## src/pkg/pwm_pkg.sv

```systemverilog
package pwm_pkg;

   // ------------------------------------------------------------
   // Clock and timing
   // ------------------------------------------------------------
   localparam int CLK_HZ         = 25_000_000;
   localparam int CLK_NS         = 1_000_000_000 / CLK_HZ;
   localparam int UPDATE_TIME_MS = 1000;
   localparam int UPDATE_CYCLES  = UPDATE_TIME_MS * (CLK_HZ / 1000);

   // Per-unit phase steps, rounded to nearest
   localparam logic [15:0] CARRIER_STEP_PER_KHZ =
      16'((64'd16777216 * 64'd1000 + 64'(CLK_HZ / 2)) / 64'(CLK_HZ));
   localparam logic [15:0] REF_STEP_PER_HZ =
      16'((64'd4294967296 + 64'(CLK_HZ / 2)) / 64'(CLK_HZ));
   // Reciprocal of the clock period in ns, scaled by 2^16, rounded up
   localparam logic [15:0] DEAD_RECIP   = 16'((65536 + CLK_NS - 1) / CLK_NS);
   localparam logic [15:0] DEAD_ROUNDUP = 16'(CLK_NS - 1);

   // Carrier centre and scale so that full carrier equals full depth
   localparam logic signed [11:0] CARRIER_MID   = 12'sd1024;
   localparam logic signed [15:0] CARRIER_SCALE = 16'sd8000;

   // Reference phase offsets of the three legs (0, 120, 240 degrees)
   localparam logic [15:0] PHASE_OFS [3] = '{16'h0000, 16'h5555, 16'haaab};

   // ------------------------------------------------------------
   // Parameter limits and values after reset
   // ------------------------------------------------------------
   localparam logic [15:0] FSW_MIN     = 16'h0001;
   localparam logic [15:0] FSW_MAX     = 16'h0064;
   localparam logic [15:0] FSW_RST     = 16'h0014;
   localparam logic [15:0] DEPTH_MIN   = 16'h0000;
   localparam logic [15:0] DEPTH_MAX   = 16'h03e8;
   localparam logic [15:0] DEPTH_RST   = 16'h000a;
   localparam logic [15:0] DEAD_MIN    = 16'h0064;
   localparam logic [15:0] DEAD_MAX    = 16'h07d0;
   localparam logic [15:0] DEAD_RST    = 16'h012c;
   localparam logic [15:0] FREF_MIN    = 16'h0001;
   localparam logic [15:0] FREF_MAX    = 16'h01f4;
   localparam logic [15:0] FREF_RST    = 16'h012c;

   // ------------------------------------------------------------
   // Register offsets and control bits
   // ------------------------------------------------------------
   localparam logic [7:0] REG_CMD_FSW    = 8'h00;
   localparam logic [7:0] REG_CMD_DEPTH  = 8'h04;
   localparam logic [7:0] REG_CMD_DEAD   = 8'h08;
   localparam logic [7:0] REG_CMD_FREF   = 8'h0c;
   localparam logic [7:0] REG_CMD_SEND   = 8'h10;
   localparam logic [7:0] REG_RPT_FSW    = 8'h14;
   localparam logic [7:0] REG_RPT_DEPTH  = 8'h18;
   localparam logic [7:0] REG_RPT_DEAD   = 8'h1c;
   localparam logic [7:0] REG_RPT_FREF   = 8'h20;
   localparam logic [7:0] REG_RPT_STATUS = 8'h24;
   localparam logic [7:0] REG_RPT_VBUS   = 8'h28;
   localparam logic [7:0] REG_RPT_TEMP   = 8'h2c;

   localparam int SEND_EN_BIT     = 0;
   localparam int STAT_EN_BIT     = 0;
   localparam int STAT_PEND_BIT   = 1;
   localparam int STAT_REJECT_BIT = 2;

   // ------------------------------------------------------------
   // Gate leg states
   // ------------------------------------------------------------
   typedef enum logic [2:0] {
      LEG_OFF  = 3'b001,
      LEG_DEAD = 3'b010,
      LEG_ON   = 3'b100
   } leg_state_t;

endpackage
```

## src/hdl/gate_leg.sv

```systemverilog
`timescale 1ns/1ps

module gate_leg
   import pwm_pkg::*;
(
   input  wire logic       core_clk,
   input  wire logic       reset,
   input  wire logic       enable,
   input  wire logic       raw_high,
   input  wire logic [5:0] dead_cycles,
   output logic            high_side_q,
   output logic            low_side_q
);

   leg_state_t state_q;
   logic       side_q;
   logic [5:0] count_q;

   // ------------------------------------------------------------
   // Dead-time sequencer
   // ------------------------------------------------------------
   // Every change of side passes through a gap with both switches off
   always_ff @(posedge core_clk) begin
      if (reset || !enable) begin
         state_q <= LEG_OFF;
         side_q  <= 1'b0;
         count_q <= 6'h00;
      end else begin
         case (state_q)
            LEG_OFF: begin
               side_q  <= raw_high;
               count_q <= dead_cycles;
               state_q <= LEG_DEAD;
            end
            LEG_DEAD: begin
               if (raw_high != side_q) begin
                  side_q  <= raw_high;
                  count_q <= dead_cycles;
               end else if (count_q <= 6'h01) begin
                  state_q <= LEG_ON;
               end else begin
                  count_q <= count_q - 6'h01;
               end
            end
            LEG_ON: begin
               if (raw_high != side_q) begin
                  side_q  <= raw_high;
                  count_q <= dead_cycles;
                  state_q <= LEG_DEAD;
               end
            end
            default: state_q <= LEG_OFF;
         endcase
      end
   end

   // ------------------------------------------------------------
   // Gate drive
   // ------------------------------------------------------------
   always_ff @(posedge core_clk) begin
      if (reset || !enable) begin
         high_side_q <= 1'b0;
         low_side_q  <= 1'b0;
      end else begin
         // Both sides off unless settled; never both on
         high_side_q <= (state_q == LEG_ON) && side_q && (raw_high == side_q);
         low_side_q  <= (state_q == LEG_ON) && !side_q && (raw_high == side_q);
      end
   end

endmodule

```

## src/hdl/three_phase_sine_pwm_ctrl.sv

```systemverilog
// The implementer's own choices: strobed register access and the placing of the registers.
`timescale 1ns/1ps

// Overview of operation
// - Three legs of open-loop PWM from sine reference compared with a triangle carrier.
// - Carrier frequency in kHz, 1 to 100, 20 after reset.
// - Depth times 1000, 0 to 1000, 10 after reset.
// - Dead time in ns between high and low gates, 100 to 2000, 300 default.
// - Reference frequency in Hz, 1 to 500, 300 after reset.
// - One enable gates all six outputs; disabled after reset.
// - Every report carries the applied values and enable state.
// - Every report also carries bus voltage and temperature readings.
// - Packets decoded and reports sent about once per second.
module three_phase_sine_pwm_ctrl
   import pwm_pkg::*;
#(
   parameter int UPDATE_PERIOD = UPDATE_CYCLES
)
(
   input  wire logic        core_clk,
   input  wire logic        reset,
   input  wire logic [7:0]  addr,
   input  wire logic [31:0] wr_data,
   input  wire logic        wr_strobe,
   input  wire logic        rd_strobe,
   output logic      [31:0] rd_data_q,
   input  wire logic [15:0] bus_voltage,
   input  wire logic [15:0] temperature,
   output logic      [2:0]  high_side_gate,
   output logic      [2:0]  low_side_gate,
   output logic             report_strobe_q
);

   // ------------------------------------------------------------
   // Command staging and packet latch
   // ------------------------------------------------------------
   logic [15:0] stage_fsw_q;
   logic [15:0] stage_depth_q;
   logic [15:0] stage_dead_q;
   logic [15:0] stage_fref_q;
   logic [15:0] pkt_fsw_q;
   logic [15:0] pkt_depth_q;
   logic [15:0] pkt_dead_q;
   logic [15:0] pkt_fref_q;
   logic        pkt_en_q;
   logic        pending_q;

   always_ff @(posedge core_clk) begin
      if (reset) begin
         stage_fsw_q   <= FSW_RST;
         stage_depth_q <= DEPTH_RST;
         stage_dead_q  <= DEAD_RST;
         stage_fref_q  <= FREF_RST;
      end else if (wr_strobe) begin
         if (addr == REG_CMD_FSW) begin
            stage_fsw_q <= wr_data[15:0];
         end
         if (addr == REG_CMD_DEPTH) begin
            stage_depth_q <= wr_data[15:0];
         end
         if (addr == REG_CMD_DEAD) begin
            stage_dead_q <= wr_data[15:0];
         end
         if (addr == REG_CMD_FREF) begin
            stage_fref_q <= wr_data[15:0];
         end
      end
   end

   // Send captures all five fields at once so a decode never sees a mix
   always_ff @(posedge core_clk) begin
      if (reset) begin
         pkt_fsw_q   <= FSW_RST;
         pkt_depth_q <= DEPTH_RST;
         pkt_dead_q  <= DEAD_RST;
         pkt_fref_q  <= FREF_RST;
         pkt_en_q    <= 1'b0;
      end else if (wr_strobe && addr == REG_CMD_SEND) begin
         pkt_fsw_q   <= stage_fsw_q;
         pkt_depth_q <= stage_depth_q;
         pkt_dead_q  <= stage_dead_q;
         pkt_fref_q  <= stage_fref_q;
         pkt_en_q    <= wr_data[SEND_EN_BIT];
      end
   end

   // ------------------------------------------------------------
   // Update interval
   // ------------------------------------------------------------
   logic [31:0] tick_cnt_q;
   logic        tick;

   assign tick = (tick_cnt_q == 32'(UPDATE_PERIOD - 1));

   always_ff @(posedge core_clk) begin
      if (reset || tick) begin
         tick_cnt_q <= 32'h0000_0000;
      end else begin
         tick_cnt_q <= tick_cnt_q + 32'h0000_0001;
      end
   end

   // A send in the decode cycle stays pending for the next decode
   always_ff @(posedge core_clk) begin
      if (reset) begin
         pending_q <= 1'b0;
      end else if (wr_strobe && addr == REG_CMD_SEND) begin
         pending_q <= 1'b1;
      end else if (tick) begin
         pending_q <= 1'b0;
      end
   end

   // ------------------------------------------------------------
   // Decode with range checks
   // ------------------------------------------------------------
   logic [15:0] fsw_q;
   logic [15:0] depth_q;
   logic [15:0] dead_q;
   logic [15:0] fref_q;
   logic        enable_q;
   logic        reject_q;
   logic        fsw_ok;
   logic        depth_ok;
   logic        dead_ok;
   logic        fref_ok;
   logic        apply;

   assign fsw_ok   = (pkt_fsw_q >= FSW_MIN) && (pkt_fsw_q <= FSW_MAX);
   assign depth_ok = (pkt_depth_q >= DEPTH_MIN) && (pkt_depth_q <= DEPTH_MAX);
   assign dead_ok  = (pkt_dead_q >= DEAD_MIN) && (pkt_dead_q <= DEAD_MAX);
   assign fref_ok  = (pkt_fref_q >= FREF_MIN) && (pkt_fref_q <= FREF_MAX);
   assign apply    = tick && pending_q;

   always_ff @(posedge core_clk) begin
      if (reset) begin
         fsw_q    <= FSW_RST;
         depth_q  <= DEPTH_RST;
         dead_q   <= DEAD_RST;
         fref_q   <= FREF_RST;
         enable_q <= 1'b0;
         reject_q <= 1'b0;
      end else if (apply) begin
         // Each bad field keeps its old value; the good ones still apply
         if (fsw_ok) begin
            fsw_q <= pkt_fsw_q;
         end
         if (depth_ok) begin
            depth_q <= pkt_depth_q;
         end
         if (dead_ok) begin
            dead_q <= pkt_dead_q;
         end
         if (fref_ok) begin
            fref_q <= pkt_fref_q;
         end
         enable_q <= pkt_en_q;
         reject_q <= !(fsw_ok && depth_ok && dead_ok && fref_ok);
      end
   end

   // ------------------------------------------------------------
   // Report snapshot, one cycle after decode
   // ------------------------------------------------------------
   logic        snap_q;
   logic [15:0] rpt_fsw_q;
   logic [15:0] rpt_depth_q;
   logic [15:0] rpt_dead_q;
   logic [15:0] rpt_fref_q;
   logic [15:0] rpt_vbus_q;
   logic [15:0] rpt_temp_q;
   logic [2:0]  rpt_status_q;

   always_ff @(posedge core_clk) begin
      if (reset) begin
         snap_q          <= 1'b0;
         report_strobe_q <= 1'b0;
      end else begin
         snap_q          <= tick;
         report_strobe_q <= snap_q;
      end
   end

   always_ff @(posedge core_clk) begin
      if (reset) begin
         rpt_fsw_q    <= FSW_RST;
         rpt_depth_q  <= DEPTH_RST;
         rpt_dead_q   <= DEAD_RST;
         rpt_fref_q   <= FREF_RST;
         rpt_vbus_q   <= 16'h0000;
         rpt_temp_q   <= 16'h0000;
         rpt_status_q <= 3'h0;
      end else if (snap_q) begin
         rpt_fsw_q    <= fsw_q;
         rpt_depth_q  <= depth_q;
         rpt_dead_q   <= dead_q;
         rpt_fref_q   <= fref_q;
         rpt_status_q <= {reject_q, pending_q, enable_q};
         rpt_vbus_q   <= bus_voltage;
         rpt_temp_q   <= temperature;
      end
   end

   // ------------------------------------------------------------
   // Register read port
   // ------------------------------------------------------------
   always_ff @(posedge core_clk) begin
      if (reset || !rd_strobe) begin
         rd_data_q <= 32'h0000_0000;
      end else begin
         case (addr)
            REG_CMD_FSW:    rd_data_q <= {16'h0000, stage_fsw_q};
            REG_CMD_DEPTH:  rd_data_q <= {16'h0000, stage_depth_q};
            REG_CMD_DEAD:   rd_data_q <= {16'h0000, stage_dead_q};
            REG_CMD_FREF:   rd_data_q <= {16'h0000, stage_fref_q};
            REG_CMD_SEND:   rd_data_q <= {31'h0000_0000, pkt_en_q};
            REG_RPT_FSW:    rd_data_q <= {16'h0000, rpt_fsw_q};
            REG_RPT_DEPTH:  rd_data_q <= {16'h0000, rpt_depth_q};
            REG_RPT_DEAD:   rd_data_q <= {16'h0000, rpt_dead_q};
            REG_RPT_FREF:   rd_data_q <= {16'h0000, rpt_fref_q};
            REG_RPT_STATUS: rd_data_q <= {29'h0000_0000, rpt_status_q};
            REG_RPT_VBUS:   rd_data_q <= {16'h0000, rpt_vbus_q};
            REG_RPT_TEMP:   rd_data_q <= {16'h0000, rpt_temp_q};
            default:        rd_data_q <= 32'h0000_0000;
         endcase
      end
   end

   // ------------------------------------------------------------
   // Carrier and reference phase
   // ------------------------------------------------------------
   logic [23:0]        carr_q;
   logic [31:0]        ref_q;
   logic [10:0]        tri_wave;
   logic signed [27:0] carrier_val;
   logic [5:0]         dead_cyc_q;
   logic [31:0]        dead_prod;

   always_ff @(posedge core_clk) begin
      if (reset) begin
         carr_q <= 24'h00_0000;
         ref_q  <= 32'h0000_0000;
      end else begin
         carr_q <= carr_q + 24'(fsw_q) * 24'(CARRIER_STEP_PER_KHZ);
         ref_q  <= ref_q + 32'(fref_q) * 32'(REF_STEP_PER_HZ);
      end
   end

   // Symmetric triangle: fold the upper half of the phase
   assign tri_wave    = carr_q[23] ? ~carr_q[22:12] : carr_q[22:12];
   assign carrier_val = 28'($signed({1'b0, tri_wave}) - CARRIER_MID) * 28'(CARRIER_SCALE);

   // ns to cycles by reciprocal multiply, rounded up; avoids a divider
   assign dead_prod = (32'(dead_q) + 32'(DEAD_ROUNDUP)) * 32'(DEAD_RECIP);

   always_ff @(posedge core_clk) begin
      if (reset) begin
         dead_cyc_q <= 6'h08;
      end else begin
         dead_cyc_q <= dead_prod[21:16];
      end
   end

   // ------------------------------------------------------------
   // Per-leg reference, comparison and gates
   // ------------------------------------------------------------
   genvar g;
   generate
      for (g = 0; g < 3; g = g + 1) begin : g_leg
         logic [15:0]        phase;
         logic [30:0]        para;
         logic signed [16:0] sine;
         logic signed [27:0] ref_q_leg;
         logic               raw_q;

         assign phase = ref_q[31:16] + PHASE_OFS[g];
         // Parabolic half-wave: cheap sine shape without a table
         assign para  = {1'b0, phase[14:0]} * (16'h8000 - {1'b0, phase[14:0]});
         assign sine  = phase[15] ? -$signed({1'b0, para[30:15]})
                                  : $signed({1'b0, para[30:15]});

         always_ff @(posedge core_clk) begin
            if (reset) begin
               ref_q_leg <= 28'sh000_0000;
               raw_q     <= 1'b0;
            end else begin
               ref_q_leg <= 28'(sine) * 28'($signed({1'b0, depth_q[10:0]}));
               raw_q     <= ref_q_leg > carrier_val;
            end
         end

         gate_leg u_leg (
            .core_clk    (core_clk),
            .reset       (reset),
            .enable      (enable_q),
            .raw_high    (raw_q),
            .dead_cycles (dead_cyc_q),
            .high_side_q (high_side_gate[g]),
            .low_side_q  (low_side_gate[g])
         );
      end
   endgenerate

endmodule

```

## config.mk

```make
export PLATFORM = sky130hd
export DESIGN_NAME = three_phase_sine_pwm_ctrl
export DESIGN_NICKNAME = d
export VERILOG_FILES = /design/src/pkg/pwm_pkg.sv /design/src/hdl/gate_leg.sv /design/src/hdl/three_phase_sine_pwm_ctrl.sv
export SDC_FILE = /design/constraint.sdc
export NUM_CORES = 2
export LEC_CHECK = 0
export BUFFER_PORTS_ARGS = -buffer_cell sky130_fd_sc_hd__buf_2
export CORE_MARGIN = 10
export CORE_UTILIZATION = 67
export DETAILED_ROUTE_END_ITERATION = 10
export GPL_TIMING_DRIVEN = 0
export PLACE_DENSITY = 0.84
export SLEW_MARGIN = 20
export SYNTH_ARGS = -nofsm -noshare
export SYNTH_HDL_FRONTEND = slang
export SYNTH_SLANG_ARGS = --single-unit
export TNS_END_PERCENT = 30
```

## constraint.sdc

```tcl
create_clock -name core_clk -period 16.6 [get_ports core_clk]
set_input_delay 0 -clock core_clk [delete_from_list [all_inputs] [get_ports core_clk]]
set_output_delay 0 -clock core_clk [all_outputs]
set_load 0.02 [all_outputs]
```

==> flow_metrics.tcl <==
set metrics [dict create \
    status "finished clean" \
    worstPathMaxFanout 10 \
    worstSetupPathType "reg -> reg" \
    wl_per_cell_um 21.1 \
    drv_slew 0 \
    clock_sink_count 528 \
    post-route-util_pct 72.2 \
    drive_above_1_share_pct 4.24 \
    cp_top_family "adder cells" \
    critPathArrivalTime_ps 16680 \
    place_ws_ps -1730 \
    drtPass1Iterations 7 \
    drc 0 \
    max_stage_delay_ps 1010 \
    period_minus_slack_ps 16160 \
    crit_buf_inv 8 \
    slowest_stage "xnor2_1" \
    setup_violations 0 \
    drtAntennaViolNets 0 \
    clockRootBuffer "clkbuf_16" \
    clk_latency_ps 650 \
    rows 125 \
    syn_inst 8998 \
    vias_per_cell 5.92 \
    worstMarginPinSlew_ps 1300 \
    wl_um 229000 \
    synth-edff-count 0 \
    fillers 8658 \
    cts_inserted_buffers 53 \
    synth-seq-cells 528 \
    core_sq_mm 0.116 \
    yosys.area.top_type "fa_1" \
    die-height_um 362 \
    path_common_cell "fa_1" \
    grt_pass1_wl_um 362000 \
    yosysWarnings 0 \
    cts_tree "built" \
    h-tree-depth 2 \
    path_clk_slew_ps 70 \
    fin_ws_ps 436 \
    design.portCount 115 \
    yosysTopAreaCellShare_pct 31.6 \
    synth.area.top_cells "fa_1 32%, ha_1 14%, dfxtp_1 13%, inv_1 8.4%, nand2_1 4.0%" \
    layout.nets 11500 \
    crit_path_start_kind "flop" \
    vias 64100 \
    dieArea_sq_mm 0.131 \
    maxCapViolations 0 \
    ys.flop_type "dfxtp_1" \
    dp_hpwl_um 186000 \
    place_congestion 1.05 \
    grt-ovfl-total 0 \
    clock.fmax_mhz 61.9 \
    portBuffers 80 \
    grt_usage_pct 34.9 \
    die_w_um 362 \
    grt_pass1_vias 66100 \
    async_reset_ff_share_pct 0 \
    synthesis.area_sq_mm 0.0786 \
    areaGrowthSynthToFinish_pct 7.01 \
    seq_area_frac_synth_pct 13.5 \
    hold_viol_final 0 \
    synth.distinct_cells 88 \
    slew-limit-headroom_pct 13.3 \
    drt_iter0_markers 6285 \
    grt_max_degree 16 \
    fin_skew_ps 21.1 \
    hold_class "in -> reg" \
    post-route-period-util_pct 97.4 \
    critPathRequiredTime_ps 17110 \
    syn_area_per_cell_sq_um 8.73 \
    clk_path_buf_depth 3 \
    critPathCaptureType "flop" \
    antenna_found_initial 19 \
    start_util_pct 67.5 \
]
-- worst reg2reg max path: cells and delay by family, from the launching register on --
family	cells	cell delay, ps
AO/OA/AOI/OAI	17	4160
multiplexers	1	390
buffers and inverters	8	1150
AND/OR/NAND/NOR	7	1410
adder cells (fa/ha/maj)	14	6770
flip-flops	1	490
XOR/XNOR	3	1690
-- synthesized netlist by cell type, drive strengths merged, types with 25 or more instances --
cell type and number:
o21a 41, clkbuf 346, nand4 33, or3 25, nor2 681, a221oi 32, nand3 108, fa 1241
buf 55, xnor2 182, or2 55, a21oi 299, a21o 81, and2 268, nor2b 106, a211oi 29
nor3 125, nor4 32, a22oi 29, nand2b 325, a22o 30, and3 65, a31oi 39, o21ai 180
nand2 842, mux2i 151, xor2 131, ha 881, inv 1762, dfxtp 528
-- registers in the layout, summed over array words and instances, names as in the netlist, 18 cells and up --
signal,cells
tick_cnt_q,32
g_leg.ref_q_leg,84
ref_q,30
carr_q,24
g_leg.u_leg.count_q,18
-- metrics by stage --
step | cell area (sq um) | hold WS, ps | setup TNS [ps] | std cells
after floorplan | 78800 | 124 | 0 | 9058
after global placement | 81100 | 236 | -17320 | 10700
after detailed placement | 81200 | 247 | -18150 | 10700
after CTS | 83700 | 131 | 0 | 10800
after global routing | 84000 | 153 | -22.8 | 10800
final | 84100 | 141 | 0 | 10800
-- per-layer routing --
layer,routed length (um),part of all wire [%],vias up,track usage [%]
met4,11700,5.1,22,15.7
met2,103000,45,3212,54.8
met3,25800,11,770,9.45
met5,129,0.056,-,0
met1,88200,38,31500,45.1
li1,-,-,28500,-
-- repair_timing --
item                                    4_1_cts  5_1_grt
setup buffers                                 6        1
endpoints found under the setup margin       28       25
hold buffers                                 52        0
gates resized for setup                      42       96
endpoints found under the hold margin       104        0
pin swaps                                     4        5
gates cloned                                  0        0
-- final cells by class --
class,count,area [sq um],area share (%)
clock inverters,29,372,0.442
repair buffers,141,1010,1.20
inverters,1771,6660,7.93
clock buffers,67,1460,1.74
plain buffers,399,1670,1.98
flip-flops and latches,528,10600,12.6
multi-input cells,6358,60400,71.8
diodes,12,30.0,0.0357
well taps,1524,1910,2.27
-- placed cells by master (no fill, tap or decap), drive strengths merged, types with 125 or more instances in the layout --
cell type and n:
o21ai 180, fa 1241, ha 881, and2 268
clkbuf 408, dfxtp 528, inv 1766, xor2 131
a21oi 299, mux2i 151, xnor2 182, nand2b 325
nor3 125, nand2 842, nor2 681, buf 147
-- kinds of logic (layout without fill, tap and decap cells) --
| logic type | Yosys count | in the layout | share of synthesized area [%] |
|---|---|---|---|
| AND/OR/NAND/NOR | 2749 | 2749 | 16.9 |
| adder cells (fa/ha/maj) | 2122 | 2122 | 45.7 |
| buffers and inverters | 2172 | 2407 | 10.5 |
| other | 2 | 74 | 0.00956 |
| multiplexers | 164 | 164 | 2.15 |
| AO/OA/AOI/OAI | 948 | 948 | 7.82 |
| flip-flops | 528 | 528 | 13.5 |
| XOR/XNOR | 313 | 313 | 3.49 |
-- worst paths after layout --
check	cells after the start	slack, ps	end	start
worst max-delay path	50	440	g_leg[2].ref_q_leg[27]	ref_q[18]
worst min-delay path	4	140	rpt_temp_q[13]	temperature[13]
worst max register to register	50	440	g_leg[2].ref_q_leg[27]	ref_q[18]
worst min register to register	2	450	pkt_fref_q[14]	pkt_fref_q[14]
Power is left out: the tool's default activity adds up to more than one toggle a clock period on the data nets, which glitch-free logic cannot reach.
